### src/logic/acs_consts.svh
// Offsets, field positions and timing counts of the conversion sequencer
`ifndef ACS_CONSTS_SVH
`define ACS_CONSTS_SVH
`define ACS_OFF_CTRLA 8'h00
`define ACS_OFF_CTRLB 8'h04
`define ACS_OFF_CHREF 8'h08
`define ACS_OFF_RESL 8'h0C
`define ACS_OFF_RESH 8'h10
`define ACS_OFF_PWR 8'h14
`define ACS_A_EN 0
`define ACS_A_START 1
`define ACS_A_AUTO 2
`define ACS_A_DONE 3
`define ACS_A_PSEL 4
`define ACS_B_TSRC 0
`define ACS_C_CHAN 0
`define ACS_C_LEFT 5
`define ACS_C_REF 6
`define ACS_P_PRED 0
`define ACS_TSRC_FREE 3'h0
`define ACS_SYNC_STAGES 3
`define ACS_NORM_SH 6'h03
`define ACS_NORM_LEN 6'h1A
`define ACS_FIRST_SH 6'h1B
`define ACS_FIRST_LEN 6'h32
`define ACS_AUTO_SH 6'h04
`define ACS_AUTO_LEN 6'h1B
`define ACS_RESP_OKAY 2'h0
`define ACS_RESP_SLVERR 2'h2
`endif

### src/logic/acs_pkg.sv
// Types of the conversion sequencer
package acs_pkg;
  typedef enum logic {ST_IDLE = 1'b0, ST_CONV = 1'b1} acs_state_e;
  typedef enum logic [1:0] {
    KIND_NORMAL = 2'b00,
    KIND_FIRST = 2'b01,
    KIND_AUTO = 2'b10
  } acs_kind_e;
  typedef struct packed {
    logic awRdy;
    logic awHave;
    logic [7:0] awAddr;
    logic wRdy;
    logic wHave;
    logic [31:0] wData;
    logic [3:0] wStrb;
    logic bValid;
    logic [1:0] bResp;
    logic arRdy;
    logic rValid;
    logic [31:0] rData;
    logic [1:0] rResp;
    logic en;
    logic autoEn;
    logic [2:0] psel;
    logic [2:0] tsrc;
    logic pwrRed;
    logic anaEn;
    logic [3:0] chanBuf;
    logic [1:0] refBuf;
    logic leftAlign;
    logic [3:0] chanApp;
    logic [1:0] refApp;
    logic doneFlag;
    logic pendStart;
    logic firstPend;
    logic lock;
    logic [9:0] result;
    logic [8:0] presc;
    logic convClk;
    acs_state_e state;
    logic busy;
    acs_kind_e kind;
    logic [5:0] halfCnt;
    logic sampleHold;
    logic doneEvt;
    logic [2:0] trigPipe;
    logic trigPrev;
  } acs_regs_s;
endpackage : acs_pkg

### src/logic/acs_sequencer.sv
// Conversion sequencer of a 10-bit SAR converter with AXI4-Lite registers
//
// Behaviour
// - Result right-aligned, left-aligned when selected
// - Low byte read blocks result updates
// - High byte read lifts the block
// - Done flag set even for discarded results
// - Start bit held while converting, then cleared
// - Channel change waits for running conversion
// - Selections apply only while enabled
// - Trigger edge resets prescaler, starts conversion
// - Edges during conversion ignored, no level restart
// - Trigger flags set regardless; software clears them
// - Own done flag as trigger: back-to-back
// - Start write works under auto trigger
// - Prescaler runs only while enabled
// - Software start waits next converter rising edge
// - 13 cycles normal, 25 first after enable
// - Hold at 1.5 or 13.5 cycles
// - End: write result, flag, clear start
// - Auto: hold at 2, length 13.5
// - Three CPU cycles trigger synchronisation
// - Free running restarts at once, start stays
// - Selection locked from start till last cycle
`timescale 1ns/10ps
`include "acs_consts.svh"
module acs_sequencer #(
  parameter int TRIG_N = 8
) (
  // Clock and reset
  input wire logic clock,
  input wire logic rstn,
  // AXI4-Lite slave
  input wire logic [7:0] awaddr,
  input wire logic awvalid,
  output logic awready,
  input wire logic [31:0] wdata,
  input wire logic [3:0] wstrb,
  input wire logic wvalid,
  output logic wready,
  output logic [1:0] bresp,
  output logic bvalid,
  input wire logic bready,
  input wire logic [7:0] araddr,
  input wire logic arvalid,
  output logic arready,
  output logic [31:0] rdata,
  output logic [1:0] rresp,
  output logic rvalid,
  input wire logic rready,
  // Trigger sources, index 0 unused (own done flag)
  input wire logic [TRIG_N-1:0] trigIn,
  // Analog side
  input wire logic [9:0] resultIn,
  output logic analogEnable,
  output logic convClock,
  output logic sampleHold,
  output logic convActive,
  output logic [3:0] channelSelect,
  output logic [1:0] referenceSelect,
  output logic conversionDoneFlag
);
  import acs_pkg::*;

  acs_regs_s r;
  acs_regs_s n;

  // Half-cycle hold point of each conversion kind
  function automatic logic [5:0] shPoint(input acs_kind_e k);
    if (k == KIND_FIRST) shPoint = `ACS_FIRST_SH;
    else if (k == KIND_AUTO) shPoint = `ACS_AUTO_SH;
    else shPoint = `ACS_NORM_SH;
  endfunction : shPoint

  // Half-cycle length of each conversion kind
  function automatic logic [5:0] halfLen(input acs_kind_e k);
    if (k == KIND_FIRST) halfLen = `ACS_FIRST_LEN;
    else if (k == KIND_AUTO) halfLen = `ACS_AUTO_LEN;
    else halfLen = `ACS_NORM_LEN;
  endfunction : halfLen

  // Register decode shared by write and read paths
  function automatic logic isMapped(input logic [7:0] a);
    isMapped = (a == `ACS_OFF_CTRLA) || (a == `ACS_OFF_CTRLB) ||
               (a == `ACS_OFF_CHREF) || (a == `ACS_OFF_RESL) ||
               (a == `ACS_OFF_RESH) || (a == `ACS_OFF_PWR);
  endfunction : isMapped

  logic enEff;
  logic [8:0] divLen;
  logic rise;
  logic fall;
  logic trigEdge;
  logic freeRun;
  logic wrFire;
  logic startWr;
  logic doneClr;
  logic [9:0] aligned;
  logic [5:0] nextHalf;

  // Next-state logic for the whole block
  always_comb
  begin
    n = r;
    n.doneEvt = 1'b0;
    n.sampleHold = 1'b0;
    startWr = 1'b0;
    doneClr = 1'b0;
    enEff = r.en & ~r.pwrRed;
    freeRun = r.autoEn && (r.tsrc == `ACS_TSRC_FREE);
    divLen = 9'(10'h002 << r.psel);
    rise = r.presc == 9'(divLen - 9'h001);
    fall = r.presc == 9'((divLen >> 1) - 9'h001);
    nextHalf = 6'(r.halfCnt + 6'h01);
    aligned = r.leftAlign ? {r.result[1:0], r.result[9:2]} : r.result;

    // Write address and data taken in either order
    if (awvalid && r.awRdy)
    begin
      n.awAddr = awaddr;
      n.awHave = 1'b1;
    end
    if (wvalid && r.wRdy)
    begin
      n.wData = wdata;
      n.wStrb = wstrb;
      n.wHave = 1'b1;
    end
    wrFire = r.awHave && r.wHave && !r.bValid;
    if (wrFire)
    begin
      n.awHave = 1'b0;
      n.wHave = 1'b0;
      n.bValid = 1'b1;
      n.bResp = isMapped(r.awAddr) ? `ACS_RESP_OKAY : `ACS_RESP_SLVERR;
      // All fields sit in byte lane 0
      if (!r.wStrb[0])
        n.bResp = n.bResp;
      else if (r.awAddr == `ACS_OFF_CTRLA)
      begin
        n.en = r.wData[`ACS_A_EN];
        n.autoEn = r.wData[`ACS_A_AUTO];
        n.psel = r.wData[`ACS_A_PSEL +: 3];
        startWr = r.wData[`ACS_A_START];
        doneClr = r.wData[`ACS_A_DONE];
      end
      else if (r.awAddr == `ACS_OFF_CTRLB)
        n.tsrc = r.wData[`ACS_B_TSRC +: 3];
      else if (r.awAddr == `ACS_OFF_CHREF)
      begin
        n.chanBuf = r.wData[`ACS_C_CHAN +: 4];
        n.leftAlign = r.wData[`ACS_C_LEFT];
        n.refBuf = r.wData[`ACS_C_REF +: 2];
      end
      else if (r.awAddr == `ACS_OFF_PWR)
        n.pwrRed = r.wData[`ACS_P_PRED];
    end
    if (r.bValid && bready)
      n.bValid = 1'b0;
    n.awRdy = !n.awHave && !n.bValid;
    n.wRdy = !n.wHave && !n.bValid;

    // Read path; result reads also move the lock
    if (arvalid && r.arRdy)
    begin
      n.arRdy = 1'b0;
      n.rValid = 1'b1;
      n.rResp = isMapped(araddr) ? `ACS_RESP_OKAY : `ACS_RESP_SLVERR;
      n.rData = 32'h0000_0000;
      if (araddr == `ACS_OFF_CTRLA)
        n.rData[7:0] = {1'b0, r.psel, r.doneFlag, r.autoEn,
                        r.busy | r.pendStart, r.en};
      else if (araddr == `ACS_OFF_CTRLB)
        n.rData[2:0] = r.tsrc;
      else if (araddr == `ACS_OFF_CHREF)
        n.rData[7:0] = {r.refBuf, r.leftAlign, 1'b0, r.chanBuf};
      else if (araddr == `ACS_OFF_RESL)
      begin
        n.rData[7:0] = r.leftAlign ? {aligned[9:8], 6'h00}
                                   : aligned[7:0];
        n.lock = 1'b1;
      end
      else if (araddr == `ACS_OFF_RESH)
      begin
        n.rData[7:0] = r.leftAlign ? aligned[7:0]
                                   : {6'h00, aligned[9:8]};
        n.lock = 1'b0;
      end
      else if (araddr == `ACS_OFF_PWR)
        n.rData[0] = r.pwrRed;
    end
    if (r.rValid && rready)
    begin
      n.rValid = 1'b0;
      n.arRdy = 1'b1;
    end

    // Prescaler and divided clock, held cleared while disabled
    if (!enEff)
    begin
      n.presc = 9'h000;
      n.convClk = 1'b0;
    end
    else
    begin
      n.presc = rise ? 9'h000 : 9'(r.presc + 9'h001);
      if (rise)
        n.convClk = 1'b1;
      else if (fall)
        n.convClk = 1'b0;
    end

    // Fixed three-stage delay gives a known trigger latency
    n.trigPipe = {r.trigPipe[1:0], trigIn[r.tsrc]};
    n.trigPrev = r.trigPipe[`ACS_SYNC_STAGES-1];
    trigEdge = r.trigPipe[`ACS_SYNC_STAGES-1] && !r.trigPrev &&
               r.autoEn && !freeRun && enEff;

    if (startWr && enEff)
      n.pendStart = 1'b1;
    if (doneClr)
      n.doneFlag = 1'b0;

    // Channel and reference follow the buffer outside conversion while enabled
    if (enEff && (r.state == ST_IDLE ||
        r.halfCnt >= 6'(halfLen(r.kind) - 6'h02)))
    begin
      n.chanApp = r.chanBuf;
      n.refApp = r.refBuf;
    end

    // Conversion sequencing
    case (r.state)
      ST_IDLE:
      begin
        if (trigEdge)
        begin
          n.state = ST_CONV;
          n.kind = r.firstPend ? KIND_FIRST : KIND_AUTO;
          n.halfCnt = 6'h00;
          n.presc = 9'h000;
          n.convClk = 1'b0;
        end
        else if (r.pendStart && enEff && rise)
        begin
          n.state = ST_CONV;
          n.kind = r.firstPend ? KIND_FIRST : KIND_NORMAL;
          n.halfCnt = 6'h00;
          n.pendStart = 1'b0;
        end
      end
      ST_CONV:
      begin
        // Trigger edges are not looked at here
        if (enEff && (rise || fall))
        begin
          n.halfCnt = nextHalf;
          if (nextHalf == shPoint(r.kind))
            n.sampleHold = 1'b1;
          if (nextHalf == halfLen(r.kind))
          begin
            n.doneEvt = 1'b1;
            n.doneFlag = 1'b1;
            n.firstPend = 1'b0;
            if (!r.lock)
              n.result = resultIn;
            if (freeRun)
            begin
              n.kind = KIND_NORMAL;
              n.halfCnt = 6'h00;
            end
            else
              n.state = ST_IDLE;
          end
        end
      end
      default: n.state = ST_IDLE;
    endcase

    // Disable aborts and rearms the long first conversion
    if (!enEff)
    begin
      n.state = ST_IDLE;
      n.pendStart = 1'b0;
      n.firstPend = 1'b1;
    end
    n.busy = n.state == ST_CONV;
    n.anaEn = n.en & ~n.pwrRed;
  end

  // State register
  always_ff @(posedge clock)
  begin
    if (!rstn)
    begin
      r <= '0;
      r.awRdy <= 1'b1;
      r.wRdy <= 1'b1;
      r.arRdy <= 1'b1;
      r.firstPend <= 1'b1;
    end
    else
      r <= n;
  end

  // Outputs straight from the state register
  assign awready = r.awRdy;
  assign wready = r.wRdy;
  assign bvalid = r.bValid;
  assign bresp = r.bResp;
  assign arready = r.arRdy;
  assign rvalid = r.rValid;
  assign rdata = r.rData;
  assign rresp = r.rResp;
  assign analogEnable = r.anaEn;
  assign convClock = r.convClk;
  assign sampleHold = r.sampleHold;
  assign convActive = r.busy;
  assign channelSelect = r.chanApp;
  assign referenceSelect = r.refApp;
  assign conversionDoneFlag = r.doneFlag;
endmodule : acs_sequencer

### config.mk
export PLATFORM = sky130hd
export DESIGN_NAME = acs_sequencer
export DESIGN_NICKNAME = d
export VERILOG_FILES = /design/src/logic/acs_pkg.sv /design/src/logic/acs_sequencer.sv
export VERILOG_INCLUDE_DIRS = /design/src /design/src/logic
export SDC_FILE = /design/constraint.sdc
export NUM_CORES = 1
export LEC_CHECK = 0
export ABC_AREA = 0
export BUFFER_PORTS_ARGS = -buffer_cell sky130_fd_sc_hd__buf_2
export CORE_UTILIZATION = 35
export CTS_CLUSTER_SIZE = 14
export DETAILED_ROUTE_END_ITERATION = 8
export GPL_TIMING_DRIVEN = 0
export PLACE_DENSITY = 0.64
export SLEW_MARGIN = 15
export SYNTH_ARGS = -nofsm -noshare
export SYNTH_HDL_FRONTEND = slang
export SYNTH_SLANG_ARGS = --single-unit
### constraint.sdc
create_clock -name clock -period 2.75 [get_ports clock]
set_input_delay 0.275 -clock clock [delete_from_list [all_inputs] [get_ports clock]]
set_output_delay 0.275 -clock clock [all_outputs]
set_load 0.1 [all_outputs]
==> flow_summary_export.csv <==
group,metric,value,unit
critical_path,start_kind,"flop",
sta,fmax,0.440,GHz
critical_path,worstPathMaxFanout,7,
sta,period_needed,2.27,ns
die,initial_utilization,36.5,%
critical_path,cp_top_family,"simple AND/OR/NAND/NOR gates",
placed_design,gp_congestion,0.888,
synth,ys_types,70,
pwr,p_sw_share,32.2,%
global_routing,grt_antenna_before_repair,0,
cells_and_area,drive_above_1_share,23.5,%
critical_path,critPathArrivalTime,2.55,ns
sta,hold_viol_final,0,
pwr,p_leak,2.55,nW
pwr,pwr-share-clk,39.1,%
clock_network,clockRootBuffer,"clkbuf_16",
drt,drt-total-wl,12700,um
clock_network,cts_resized,0,
pwr,p_total,3.22,mW
synth,synth.top_cell.area_share,36.9,%
drt,dr.pass1.iters,5,
drt,drc,0,
clock_network,cts_buffers,9,
drt,vias,4601,
global_routing,grt_pass1_wl,21100,um
critical_path,crit_chain,"nor2b_1 -> ha_1 -> or4b_1 -> a21oi_1 -> o21ai_1 -> nand2_1 -> nand2_1 -> a21oi_1",
clock_network,clk_pin_slew,0.08,ns
pwr,pwr-share-comb,16.0,%
clock_network,post_cts_buffers,0,
clock_network,tritoncts,"yes",
synth,synth_area,5150,um^2
critical_path,slowest_delay,0.50,ns
synth,ys_async_sr_fraction,0,%
cells_and_area,fillers,1511,
sta,slew_violations,0,
global_routing,grt_max_degree,20,
die,rows,43,
global_routing,grtUsageMet1,23.5,%
drt,ant_nets,0,
sta,tightestPinTransition,0.740,ns
die,core,14100,um^2
drt,via_per_inst,5.04,
global_routing,use_met3,2.77,%
global_routing,grt.overflow.total,0,
synth,seq_area_frac_synth,36.9,%
pwr,p_switching,1.04,mW
cells_and_area,final_cell_area,6140,um^2
synth,synth.area.top_cells,"dfxtp_1, buf_4, nand2_1",
synth,ys.warnings.count,0,
critical_path,critPathKind,"flop to flop",
critical_path,slowest_stage,"or4b_1",
outcome,status,"finished clean",
drt,avgRoutedWirePerCell,13.9,um
global_routing,top_usage_layer,"met2",
pwr,p_per_area,524,nW/um^2
placed_design,place_area,5840,um^2
critical_path,critical_path_required,3.03,ns
synth,yosys_most_used_dff,"dfxtp_1",
die,io_pins,129,
pwr,ir_worst_vdd,0.000361,V
clock_network,clockBufferDepth,2,
synth,synth_edf_count,0,
sta,skew,0.00840,ns
synth,yosys.area.top_type,"dfxtp_1",
clock_network,cts.hold.buffers_added,0,
cells_and_area,nets,810,
critical_path,critPathCaptureType,"flop",
min_path,hold_path_class,"input pin to flop",
run,maxCapViolCount,0,
global_routing,track_usage,17.8,%
global_routing,grt_use_met2,29.7,%
global_routing,grt_pass1_vias,4241,
pwr,intPower,2.18,mW
clock_network,htreeDepth,3,
synth,syn_inst,618,
die,die_h,123,um
sta,fin_setup_tns,0,ns
cells_and_area,multi_input_area,2790,um^2
placed_design,io_buffers,74,
cells_and_area,syn_to_final_growth,19.2,%
critical_path,crit_buf_inv,0,
clock_network,clk_latency,0.35,ns
pwr,share_seq_of_total_power,44.9,%
cells_and_area,antenna_cells,0,
synth,avgSynthCellArea,8.33,um^2
sta,setup_viol,0,
sta,slew_headroom,50.0,%
placed_design,dp_hpwl,9470,um
clock_network,cts_sinks,95,
synth,synth-seq-cells,95,
drt,drtIter0Drc,207,
cells_and_area,seqCellArea,1900,um^2
die,die-area,15200,um^2
sta,period_share,82.7,%
sta,rsz0062_at_grt,"no",
die,chipWidth,123,um
layout make-up:
cell class / count / share of cell area (%)
Clock buffer: 9 / 3.67
Inverter: 15 / 0.917
Multi-Input combinational cell: 452 / 45.4
Tap cell: 180 / 3.67
Clock inverter: 7 / 1.22
Buffer: 81 / 8.07
Timing Repair Buffer: 74 / 6.03
Sequential cell: 95 / 31.0
cells by family after synthesis:
logic type / after synthesis / synth area share (%)
AO/OA/AOI/OAI: 149 / 19.3
XOR/XNOR: 13 / 2.21
adder cells (fa/ha/maj): 5 / 1.21
buffers and inverters: 96 / 10.7
flip-flops: 95 / 36.9
multiplexers: 26 / 5.64
other: 1 / 0.0728
AND/OR/NAND/NOR: 233 / 24.0
flip-flops by register name (all words and copies together) (netlist names), 2 cells and up:
signal,count
r,66
n,3
referenceSelect,2
rdata,8
channelSelect,4
through the flow:
step | hold slack (ns) | utilization [%] | instances | worst slack, ns
after detailed placement | 0.422 | 41.4 | 897 | 0.469
after CTS | 0.152 | 43.6 | 913 | 0.444
final | 0.158 | 43.6 | 913 | 0.477
after floorplan | 0.409 | - | 643 | 0.538
after global placement | 0.413 | 41.4 | 897 | 0.478
after global routing | 0.152 | 43.6 | 913 | 0.210
synthesized netlist by cell type (all sizes together), types with 5 or more instances:
cell type and count:
a211oi 7, a21oi 51, and2 11, and3 6, buf 60, clkbuf 21
dfxtp 95, ha 5, inv 15, mux2i 20, nand2 71, nand2b 8
nand3 16, nand4 10, nor2 50, nor2b 10, nor3 12, nor3b 13
nor4 9, o21a 20, o21ai 30, xnor2 5, xor2 8
worst reg2reg max path, stage by stage, from the launching register on:
cell     delay, ns
dfxtp_1       0.33
nor2b_1       0.23
ha_1          0.30
or4b_1        0.50
a21oi_1       0.16
o21ai_1       0.22
nand2_1       0.25
nand2_1       0.09
a21oi_1       0.13
power groups by stage:
stage	Clock (mW)	Combinational (mW)	Sequential (mW)
6_report	1.26	0.515	1.44
5_1_grt	1.34	0.548	1.45
4_1_cts	1.28	0.515	1.44
3_5_place_dp	0	0.514	1.48
3_3_place_gp	0	0.513	1.47
2_1_floorplan	0	0.376	1.52
final timing paths:
kind | to | depth (start not counted) | startpoint | slack [ns]
worst min register to register | n[3] | 1 | n[2] | 0.44
worst max register to register | channelSelect[1] | 8 | r[13] | 0.48
worst min-delay path | r[146] | 3 | awaddr[6] | 0.16
worst max-delay path | channelSelect[1] | 8 | r[13] | 0.48
layout by cell type (no fill, tap or decap), types with 5 or more instances in the layout:
cell type,netlist,layout
nor2b_1,10,10
inv_1,14,14
nand2_1,71,71
buf_4,43,43
buf_2,12,86
nor3b_1,13,13
xnor2_1,5,5
a21oi_1,50,50
clkbuf_1,21,21
mux2i_1,20,20
o21ai_0,26,26
and3_1,6,6
dfxtp_1,95,95
nor2_1,50,50
nand2b_1,8,8
nor4_1,5,5
clkbuf_16,0,9
o21a_1,20,20
conb_1,1,26
nand3_1,16,16
and2_1,11,11
ha_1,5,5
nor3_1,11,11
xor2_1,8,8
nand4_1,10,10
layer usage:
layer | routed length (um) | up-vias | part of all wire, %
met3 | 523 | 14 | 4.1
li1 | - | 2335 | -
met4 | 172 | 0 | 1.4
met2 | 6000 | 129 | 47
met5 | 0 | - | 0
met1 | 6030 | 2123 | 47
Power figures use the tool's default switching activity.
